===== config.mk =====
export PLATFORM = sky130hd
export DESIGN_NAME = bpr_route_ctrl
export DESIGN_NICKNAME = d
export VERILOG_FILES = /design/src/logic/bpr_pkg.sv /design/src/logic/bpr_cmd_if.sv /design/src/logic/bpr_route_ctrl.sv /design/src/logic/bpr_cmd_decode.sv
export SDC_FILE = /design/constraint.sdc
export NUM_CORES = 1
export LEC_CHECK = 0
export BUFFER_PORTS_ARGS = -buffer_cell sky130_fd_sc_hd__buf_2
export CORE_MARGIN = 2
export CORE_UTILIZATION = 40
export DETAILED_ROUTE_END_ITERATION = 6
export PLACE_DENSITY = 0.7
export SYNTH_ARGS = -nofsm -noshare
export SYNTH_HDL_FRONTEND = slang
export SYNTH_SLANG_ARGS = --single-unit

===== constraint.sdc =====
create_clock -name CLK_SYS -period 3.75 [get_ports CLK_SYS]
set_clock_uncertainty 0.15 [all_clocks]
set_input_delay 0.1875 -clock CLK_SYS [delete_from_list [all_inputs] [get_ports CLK_SYS]]
set_output_delay 0.1875 -clock CLK_SYS [all_outputs]
set_load 0.005 [all_outputs]

===== src/logic/bpr_pkg.sv =====
// Constants, command layout and types for bias port route control
// ==========================================================
// Notes on behaviour
// RQ1: Opening a channel drives its relays open, disconnecting input from output.
// RQ2: Closing a channel drives its relays closed, connecting input to output.
// RQ3: Card-wide bias disable clears every output enable flag of the addressed card.
// RQ4: With bias mode on, card-wide disable also opens all bias relays of that card.
// RQ5: After instrument reset every output of every card is bias enabled.
// RQ6: List disable clears only listed flags; with bias mode on opens their relays.
// RQ7: Bias channel entries ignore the input field; input is always the bias port.
// RQ8: Host still supplies an input field in every bias channel entry.
// RQ9: Disable status query answers 1 for disabled, 0 for enabled output.
// RQ10: Query answers come back in the order the channels were requested.
// RQ11: Card-wide enable with bias mode on closes bias relays of unconnected outputs.
// RQ12: Card selector: 0 or ALL in auto config, 1 to 4 or ALL in normal.
// RQ13: Bias mode on keeps bias port tied to enabled, otherwise unconnected outputs.
// RQ14: After instrument reset bias mode is off on every card.
// RQ15: Bias port is input 1 to 10, held separately for each card.
// RQ16: Enable or disable with bias mode off only updates masks, relays unchanged.
// RQ17: Decode config auto/normal, rule free/single, sequence none/bbm/mbb, per card.
package bpr_pkg;

  // ==========================================================
  // Register offsets (byte addresses)
  localparam logic [7:0] ADR_CMD   = 8'h00;
  localparam logic [7:0] ADR_STAT  = 8'h04;
  localparam logic [7:0] ADR_RES   = 8'h08;
  localparam logic [7:0] ADR_CARD0 = 8'h10;

  // ==========================================================
  // Command word fields
  localparam int CMD_OP_LSB   = 0;
  localparam int CMD_CARD_LSB = 4;
  localparam int CMD_OUT_LSB  = 8;
  localparam int CMD_IN_LSB   = 12;
  localparam int CMD_VAL_LSB  = 16;
  localparam logic [2:0] CARD_ALL = 3'h7;

  // ==========================================================
  // Status word fields
  localparam int STAT_ERR_BIT  = 0;
  localparam int STAT_CFG_BIT  = 1;
  localparam int STAT_CNT_LSB  = 2;
  localparam int STAT_MODE_LSB = 8;

  // ==========================================================
  // Card word fields
  localparam int CW_EN_LSB    = 0;
  localparam int CW_RELAY_LSB = 12;
  localparam int CW_PORT_LSB  = 24;
  localparam int CW_MODE_BIT  = 28;
  localparam int CW_RULE_BIT  = 29;
  localparam int CW_SEQ_LSB   = 30;

  // ==========================================================
  // Reset values and limits
  localparam logic [3:0] RST_BIAS_PORT = 4'hA;
  localparam logic [5:0] QRY_DEPTH     = 6'h20;

  typedef enum logic [3:0] {
    OP_NOP, OP_DIS_CARD, OP_DIS_LIST, OP_EN_CARD, OP_EN_LIST, OP_BIAS_MODE,
    OP_BIAS_PORT, OP_RULE, OP_SEQ, OP_CONFIG, OP_QRY_CLR, OP_QRY_DIS, OP_RESET
  } bpr_op_t;

  typedef enum logic {auto_config_select, normal_config_select} bpr_cfg_t;
  typedef enum logic {free_rule, single_route_rule} bpr_rule_t;
  typedef enum logic [1:0] {
    no_sequence, break_before_make_seq, make_before_break_seq
  } bpr_seq_t;

endpackage


===== src/logic/bpr_cmd_if.sv =====
// Decoded command carried from the decoder to the routing core
`timescale 1ns/1ps
interface bpr_cmd_if #(parameter int NUM_CARD = 4);
  import bpr_pkg::*;
  logic                go;
  logic                bad;
  bpr_op_t             op;
  logic [NUM_CARD-1:0] cards;
  logic [3:0]          outi;
  logic [3:0]          val;
  modport dec  (output go, bad, op, cards, outi, val);
  modport core (input go, bad, op, cards, outi, val);
endinterface


===== src/logic/bpr_route_ctrl.sv =====
// Bias port routing core with a classic Wishbone register slave
`timescale 1ns/1ps
module bpr_route_ctrl import bpr_pkg::*; #(
  parameter int NUM_CARD = 4,
  parameter int NUM_OUT  = 12,
  parameter int NUM_IN   = 10
) (
  // Clock, reset, enable
  input  wire logic                         CLK_SYS,
  input  wire logic                         RESET_N,
  input  wire logic                         CE,
  // Wishbone slave
  input  wire logic                         WB_CYC_I,
  input  wire logic                         WB_STB_I,
  input  wire logic                         WB_WE_I,
  input  wire logic [7:0]                   WB_ADR_I,
  input  wire logic [3:0]                   WB_SEL_I,
  input  wire logic [31:0]                  WB_DAT_I,
  output      logic [31:0]                  WB_DAT_O,
  output      logic                         WB_ACK_O,
  // Relay side
  input  wire logic [NUM_CARD*NUM_OUT-1:0]  OTHER_CONN_I,
  output      logic [NUM_CARD*NUM_OUT-1:0]  BIAS_RELAY_O,
  output      logic [NUM_CARD*4-1:0]        BIAS_PORT_O,
  output      logic [NUM_CARD-1:0]          BIAS_MODE_O
);

  if (NUM_CARD < 1 || NUM_CARD > 4) $error("NUM_CARD must be 1 to 4");
  if (NUM_OUT < 1 || NUM_OUT > 12) $error("NUM_OUT must be 1 to 12");
  if (NUM_IN < 1 || NUM_IN > 15) $error("NUM_IN must be 1 to 15");

  // ==========================================================
  // State
  logic                             ack_ff;
  logic [31:0]                      dat_ff;
  logic [31:0]                      cmd_ff;
  logic                             go_ff;
  logic                             err_ff;
  bpr_cfg_t                         cfg_ff;
  logic [NUM_CARD-1:0][NUM_OUT-1:0] bias_en_ff;
  logic [NUM_CARD-1:0][NUM_OUT-1:0] relay_ff;
  logic [NUM_CARD-1:0]              mode_ff;
  logic [NUM_CARD-1:0][3:0]         port_ff;
  bpr_rule_t                        rule_ff [NUM_CARD];
  bpr_seq_t                         seq_ff [NUM_CARD];
  logic [31:0]                      res_ff;
  logic [5:0]                       cnt_ff;

  logic [NUM_CARD-1:0][NUM_OUT-1:0] nxt_en;
  logic [NUM_CARD-1:0]              nxt_mode;
  logic                             wb_hit;
  logic                             wr;
  logic                             act;
  logic [7:0]                       card_off;
  logic [1:0]                       q_card;
  logic                             q_bit;
  logic [4:0]                       q_idx;

  bpr_cmd_if #(.NUM_CARD(NUM_CARD)) cmd ();

  bpr_cmd_decode #(.NUM_CARD(NUM_CARD), .NUM_OUT(NUM_OUT), .NUM_IN(NUM_IN)) u_dec (
    .go_in  (go_ff),
    .cmd_in (cmd_ff),
    .cfg_in (cfg_ff),
    .cmd    (cmd)
  );

  // ==========================================================
  // Wishbone slave
  // Ack comes one edge after the request; unmapped reads give zero
  assign wb_hit   = WB_CYC_I && WB_STB_I && !ack_ff;
  assign wr       = wb_hit && WB_WE_I;
  assign card_off = WB_ADR_I - ADR_CARD0;
  assign WB_ACK_O = ack_ff;
  assign WB_DAT_O = dat_ff;

  always_ff @(posedge CLK_SYS or negedge RESET_N) begin
    if (!RESET_N) begin
      ack_ff <= 1'b0;
    end else if (CE) begin
      ack_ff <= wb_hit;
    end
  end

  always_ff @(posedge CLK_SYS or negedge RESET_N) begin
    if (!RESET_N) begin
      dat_ff <= 32'h0;
    end else if (CE && wb_hit && !WB_WE_I) begin
      dat_ff <= 32'h0;
      if (WB_ADR_I == ADR_CMD) dat_ff <= cmd_ff;
      else if (WB_ADR_I == ADR_STAT) begin
        dat_ff[STAT_ERR_BIT]             <= err_ff;
        dat_ff[STAT_CFG_BIT]             <= cfg_ff;
        dat_ff[STAT_CNT_LSB +: 6]        <= cnt_ff;
        dat_ff[STAT_MODE_LSB +: NUM_CARD] <= mode_ff;
      end else if (WB_ADR_I == ADR_RES) dat_ff <= res_ff;
      else if (WB_ADR_I >= ADR_CARD0 && card_off[1:0] == 2'h0 &&
               card_off[7:2] < 6'(NUM_CARD)) begin
        dat_ff[CW_EN_LSB +: 12]    <= 12'(bias_en_ff[card_off[3:2]]);
        dat_ff[CW_RELAY_LSB +: 12] <= 12'(relay_ff[card_off[3:2]]);
        dat_ff[CW_PORT_LSB +: 4]   <= port_ff[card_off[3:2]];
        dat_ff[CW_MODE_BIT]        <= mode_ff[card_off[3:2]];
        dat_ff[CW_RULE_BIT]        <= rule_ff[card_off[3:2]];
        dat_ff[CW_SEQ_LSB +: 2]    <= seq_ff[card_off[3:2]];
      end
    end
  end

  // Command register; a write with byte selects 0 to 2 all set launches one command the next cycle
  always_ff @(posedge CLK_SYS or negedge RESET_N) begin
    if (!RESET_N) begin
      cmd_ff <= 32'h0;
      go_ff  <= 1'b0;
    end else if (CE) begin
      go_ff <= 1'b0;
      if (wr && WB_ADR_I == ADR_CMD && &WB_SEL_I[2:0]) begin
        cmd_ff <= WB_DAT_I;
        go_ff  <= 1'b1;
      end
    end
  end

  // ==========================================================
  // Error flag: a new fault wins over a clear in the same cycle
  always_ff @(posedge CLK_SYS or negedge RESET_N) begin
    if (!RESET_N) begin
      err_ff <= 1'b0;
    end else if (CE) begin
      if (go_ff && (cmd.bad || (cmd.op == OP_QRY_DIS && cnt_ff == QRY_DEPTH))) begin
        err_ff <= 1'b1; // RQ12
      end else if (wr && WB_ADR_I == ADR_STAT && WB_SEL_I[0] && WB_DAT_I[STAT_ERR_BIT]) begin
        err_ff <= 1'b0;
      end
    end
  end

  // ==========================================================
  // Enable masks and bias mode
  assign act = go_ff && !cmd.bad;

  always_comb begin
    nxt_en   = bias_en_ff;
    nxt_mode = mode_ff;
    if (act && cmd.op == OP_RESET) begin
      nxt_en   = '1; // RQ5
      nxt_mode = '0; // RQ14
    end else if (act) begin
      for (int c = 0; c < NUM_CARD; c++) begin
        if (cmd.cards[c]) begin
          unique case (cmd.op)
            OP_DIS_CARD:  nxt_en[c] = '0; // RQ3
            OP_DIS_LIST:  nxt_en[c][cmd.outi] = 1'b0; // RQ6
            OP_EN_CARD:   nxt_en[c] = '1; // RQ11
            OP_EN_LIST:   nxt_en[c][cmd.outi] = 1'b1;
            OP_BIAS_MODE: nxt_mode[c] = cmd.val[0];
            default: ;
          endcase
        end
      end
    end
  end

  always_ff @(posedge CLK_SYS or negedge RESET_N) begin
    if (!RESET_N) begin
      bias_en_ff <= '1; // RQ5
      mode_ff    <= '0; // RQ14
    end else if (CE) begin
      bias_en_ff <= nxt_en;
      mode_ff    <= nxt_mode;
    end
  end

  // ==========================================================
  // Bias relays
  // Relays follow the mask only in bias mode; otherwise they are left
  // alone, except that instrument reset opens them, so that direct routing owns them
  always_ff @(posedge CLK_SYS or negedge RESET_N) begin
    if (!RESET_N) begin
      relay_ff <= '0;
    end else if (CE) begin
      for (int c = 0; c < NUM_CARD; c++) begin
        if (nxt_mode[c]) begin // RQ16 RQ6 RQ11
          // Closed on enabled free outputs, opened elsewhere
          relay_ff[c] <= nxt_en[c] & ~OTHER_CONN_I[c*NUM_OUT +: NUM_OUT]; // RQ13 RQ1 RQ2 RQ4
        end else if (act && cmd.op == OP_RESET) begin
          relay_ff[c] <= '0; // RQ1
        end
      end
    end
  end

  assign BIAS_RELAY_O = relay_ff;
  assign BIAS_PORT_O  = port_ff;
  assign BIAS_MODE_O  = mode_ff;

  // ==========================================================
  // Per-card bias port, rule, sequence; global config
  always_ff @(posedge CLK_SYS or negedge RESET_N) begin
    if (!RESET_N) begin
      port_ff <= {NUM_CARD{RST_BIAS_PORT}};
      rule_ff <= '{default: free_rule};
      seq_ff  <= '{default: no_sequence};
    end else if (CE && act) begin
      for (int c = 0; c < NUM_CARD; c++) begin
        if (cmd.op == OP_RESET) begin
          port_ff[c] <= RST_BIAS_PORT;
          rule_ff[c] <= free_rule;
          seq_ff[c]  <= no_sequence;
        end else if (cmd.cards[c]) begin
          if (cmd.op == OP_BIAS_PORT) port_ff[c] <= cmd.val; // RQ15
          if (cmd.op == OP_RULE) rule_ff[c] <= bpr_rule_t'(cmd.val[0]); // RQ17
          if (cmd.op == OP_SEQ) seq_ff[c] <= bpr_seq_t'(cmd.val[1:0]); // RQ17
        end
      end
    end
  end

  always_ff @(posedge CLK_SYS or negedge RESET_N) begin
    if (!RESET_N) begin
      cfg_ff <= normal_config_select;
    end else if (CE && act && cmd.op == OP_CONFIG) begin
      cfg_ff <= bpr_cfg_t'(cmd.val[0]); // RQ17
    end
  end

  // ==========================================================
  // Disable status query: one bit per entry, packed in request order
  always_comb begin
    q_card = 2'h0;
    for (int c = NUM_CARD - 1; c >= 0; c--) begin
      if (cmd.cards[c]) q_card = 2'(c);
    end
  end

  assign q_bit = ~bias_en_ff[q_card][cmd.outi]; // RQ9
  assign q_idx = cnt_ff[4:0];

  always_ff @(posedge CLK_SYS or negedge RESET_N) begin
    if (!RESET_N) begin
      res_ff <= 32'h0;
      cnt_ff <= 6'h0;
    end else if (CE && act) begin
      if (cmd.op == OP_QRY_CLR) begin
        res_ff <= 32'h0;
        cnt_ff <= 6'h0;
      end else if (cmd.op == OP_QRY_DIS && cnt_ff != QRY_DEPTH) begin
        res_ff[q_idx] <= q_bit; // RQ9 RQ10
        cnt_ff        <= cnt_ff + 6'h1; // RQ10
      end
    end
  end
endmodule


===== src/logic/bpr_cmd_decode.sv =====
// Command word decoder: card selector, field checks, operand extraction
`timescale 1ns/1ps
module bpr_cmd_decode import bpr_pkg::*; #(
  parameter int NUM_CARD = 4,
  parameter int NUM_OUT  = 12,
  parameter int NUM_IN   = 10
) (
  // Command
  input wire logic  go_in,
  input wire logic  [31:0] cmd_in,
  input bpr_cfg_t   cfg_in,
  // Decoded
  bpr_cmd_if.dec    cmd
);

  function automatic logic [NUM_CARD-1:0] card_mask(input logic [2:0] sel,
                                                    input bpr_cfg_t cfg, input logic one);
    logic [NUM_CARD-1:0] m;
    m = '0;
    if (cfg == auto_config_select) begin
      if (sel == 3'h0) m = one ? NUM_CARD'(1) : '1; // RQ12
      else if (sel == CARD_ALL && !one) m = '1; // RQ12
    end else begin
      if (sel == CARD_ALL && !one) m = '1; // RQ12
      else if (sel >= 3'h1 && sel <= 3'(NUM_CARD)) m = NUM_CARD'(1) << (sel - 3'h1); // RQ12
    end
    return m;
  endfunction

  logic [3:0] op_raw;
  logic [3:0] outp;
  logic       one;
  logic       need_card;

  // The input-port field of a channel entry is never looked at
  always_comb begin
    op_raw    = cmd_in[CMD_OP_LSB +: 4];
    outp      = cmd_in[CMD_OUT_LSB +: 4]; // RQ7
    cmd.val   = cmd_in[CMD_VAL_LSB +: 4];
    cmd.op    = bpr_op_t'(op_raw);
    cmd.go    = go_in;
    cmd.outi  = outp - 4'h1;
    one       = (cmd.op == OP_QRY_DIS);
    need_card = !(cmd.op inside {OP_NOP, OP_CONFIG, OP_QRY_CLR, OP_RESET});
    cmd.cards = card_mask(cmd_in[CMD_CARD_LSB +: 3], cfg_in, one);
    cmd.bad   = 1'b0;
    if (op_raw > OP_RESET) cmd.bad = 1'b1;
    if (need_card && cmd.cards == '0) cmd.bad = 1'b1; // RQ12
    if (cmd.op inside {OP_DIS_LIST, OP_EN_LIST, OP_QRY_DIS} &&
        (outp == 4'h0 || outp > 4'(NUM_OUT))) cmd.bad = 1'b1;
    unique case (cmd.op)
      OP_BIAS_PORT: if (cmd.val == 4'h0 || cmd.val > 4'(NUM_IN)) cmd.bad = 1'b1; // RQ15
      OP_SEQ:       if (cmd.val > 4'h2) cmd.bad = 1'b1; // RQ17
      OP_BIAS_MODE, OP_RULE, OP_CONFIG: if (cmd.val > 4'h1) cmd.bad = 1'b1; // RQ17
      default: ;
    endcase
  end

endmodule


==> results.cfg <==
[outcome]
outcome = complete, no violations

[power]
power.total_w = 0.00600
power.density_nw_per_um2 = 350
power.leakage_nw = 7.72
vdd_drop_max_uv = 320

[sta]
setup_viol = 0
report.final.slew_viol_count = 0
hold_violations = 0
worstMarginPinSlew_ns = 0.869
min_period_ns = 3.57
timing.final.crit_share = 0.951
rsz0062_at_grt = false
whs_ns = 0.0893
max_slew_margin = 0.420
fmax_mhz = 280
fin_setup_tns_ns = 0

[global_routing]
grt_use_total = 0.278
grt-ovfl-total = 0
grt_pass1_vias = 12800
grt_start_max_net_pins = 101
antenna_found_initial = 0
grt_first_pass_wirelength_mm = 76.7

[route]
drc = 0
drt-wirelength-per-cell_um = 23.9
viasPerCell = 6.23
drt-initial-drc-count = 1627
routed_wl_mm = 50.0
vias = 13100
dr.pass1.iters = 6
postRouteAntennaNets = 0

[critical_path]
cpMaxStageDelayCell = nor4_2
worstPathMaxFanout = 13
crit_path_start_kind = flop
crit_required_ns = 4.01
cp.arrival_ns = 3.83
end_kind = flop
critical_path_class = flop to flop
critPathMaxStageDelay_ns = 0.63
crit_chain = inv_1, ha_1, nor2b_1, mux2i_1, o22ai_1, nor4_2, buf_4, nand4_1, o211ai_1, o21ai_0

[yosys]
yosysTopAreaCell = dfrtp_1
postSynthAreaPerCell_um2 = 10.0
yosysMostFrequentCell = dfrtp_1
synth-edff-count = 0
synth_area_um2 = 13500
synth_cells = 1348
ys_types = 74
ys_seq_elements = 234
synth_top_area_share = 0.327
ys_top_cells_by_area = dfrtp_1, dfstp_2, mux4_2
yosysWarnings = 0
synthArstFlopShare = 1.00
synth_common_cells = dfrtp_1, nor2_1, clkbuf_1, a21oi_1, mux2_2
seq_area_frac_synth = 0.438
syn_nets = 1456
synthFlopType = dfrtp_1

[die]
dieArea_um2 = 35300
die_w_um = 188
ios = 199
die_h_um = 188
rows = 67
coreArea_um2 = 33400
start_util = 0.405

[flow_run]
drv_cap = 0

[final_layout]
area_growth_syn_to_layout_pct = 26.9
drive_above_1_share = 0.307
diodes = 0
fin_util = 0.513
nets = 1736

[clock_network]
post_cts_buffers = 0
cts_root_buf = clkbuf_16
cts.clk_slew.worst_paths_ns = 0.07
numCtsBuffers = 27
cts_sinks = 234
htreeDepth = 1
clockBufferDepth = 3
cts_tree = yes
clk_latency_ns = 0.56

[placement]
hpwl_mm = 35.3
portBuffers = 197
place_congestion = 0.965

[min_path]
hp-class = input pin to async pin
==> path summary, 6_finish.rpt <==
kind | endpoint | from | depth (start not counted) | slack, ns
min | BIAS_RELAY_O[14]$_DFFE_PN0P_ | RESET_N | 2 | 0.09
min reg2reg | seq_ff[3]$_DFFE_PN0P_ | seq_ff[3]$_DFFE_PN0P_ | 1 | 0.35
min in group CLK_SYS | go_ff$_DFFE_PN0P_ | WB_SEL_I[1] | 4 | 0.12
max | res_ff[21]$_DFFE_PN0P_ | cmd_ff[8]$_DFFE_PN0P_ | 10 | 0.18
max in group asynchronous | BIAS_PORT_O[3]$_DFFE_PN1P_ | RESET_N | 3 | 2.45
max reg2reg | res_ff[21]$_DFFE_PN0P_ | cmd_ff[8]$_DFFE_PN0P_ | 10 | 0.18
==> report_power, final <==
group,switching (W),internal (W),total (W)
sequential,0.0000515,0.00262,0.00267
combinational,0.000261,0.000245,0.000505
clock,0.00114,0.00169,0.00283
total,0.00145,0.00455,0.00600
==> sequential cells by signal, summed over array words and instances, names as in the netlist <==
register / cells
BIAS_MODE_O: 4
BIAS_PORT_O: 16
BIAS_RELAY_O: 48
WB_ACK_O: 1
WB_DAT_O: 32
bias_en_ff: 48
cfg_ff: 1
cmd_ff: 32
cnt_ff: 6
err_ff: 1
go_ff: 1
res_ff: 32
rule_ff: 4
seq_ff: 8
==> cell type report <==
| type | instances | area (um2) |
|---|---|---|
| Sequential cell | 234 | 5930 |
| Fill cell | 3007 | 16300 |
| Clock buffer | 37 | 793 |
| Timing Repair Buffer | 358 | 2530 |
| Inverter | 36 | 135 |
| Multi-Input combinational cell | 971 | 7060 |
| Tap cell | 448 | 561 |
| Clock inverter | 13 | 163 |
==> routing by layer <==
| metal | share of wire | track usage | vias up |
|---|---|---|---|
| li1 | - | - | 5734 |
| met1 | 0.42 | 0.387 | 6435 |
| met2 | 0.46 | 0.441 | 768 |
| met3 | 0.085 | 0.0421 | 132 |
| met4 | 0.040 | 0.103 | 0 |
| met5 | 0 | 0 | - |
==> cell families (layout without fill, tap and decap cells) <==
logic type / after synthesis / in the layout / share of synthesized area
multiplexers: 130 / 130 / 0.133
AND/OR/NAND/NOR: 426 / 426 / 0.159
XOR/XNOR: 7 / 7 / 0.00453
adder cells (fa/ha/maj): 10 / 10 / 0.00925
buffers and inverters: 143 / 444 / 0.0423
flip-flops: 234 / 234 / 0.438
AO/OA/AOI/OAI: 398 / 398 / 0.214
==> critical path, delay by kind of cell (launching register included) <==
kind	cells	cell delay, ns
buffers and inverters	2	0.38
adders and majority gates	1	0.25
AOI/OAI and AO/OA	3	0.71
DFF	1	0.35
muxes	1	0.25
and+or+nand+nor	3	1.30
==> repair_timing <==
action                     4_1_cts  5_1_grt
hold endpoints to repair       195        0
setup endpoints to repair        0        8
hold buffers                    85        0
gates resized for setup          0        1
==> cell usage in the layout (no fill, tap or decap), types with 12 or more instances in the layout <==
cell type        n
a21oi_1         68
a221oi_1        14
a222oi_1        20
a22o_1          41
a22oi_1         30
a31oi_1         13
and3_1          19
buf_2          196
buf_4           67
clkbuf_16       27
dfrtp_1        177
dfstp_2         57
dlygate4sd3_1   85
inv_1           36
mux2_2          65
mux2i_1         32
mux4_2          33
nand2_1         48
nand3_1         49
nand4_1         26
nor2_1         166
nor2b_1         12
nor3_1          26
o211ai_1        36
o21ai_0         48
o21ai_1         21
o32ai_1         23
or4_1           28
==> per-stage QoR <==
step / std cells / setup WS [ns] / cell area [um2]
2_1_floorplan: 1348 / 0.408 / 13500
3_3_place_gp: 1962 / 0.265 / 15400
3_5_place_dp: 1962 / 0.210 / 15400
5_1_grt: 2097 / 0.0202 / 17200
6_report: 2097 / 0.182 / 17200
4_1_cts: 2097 / 0.180 / 17200
Note: power is estimated with default switching activity, not from simulation.
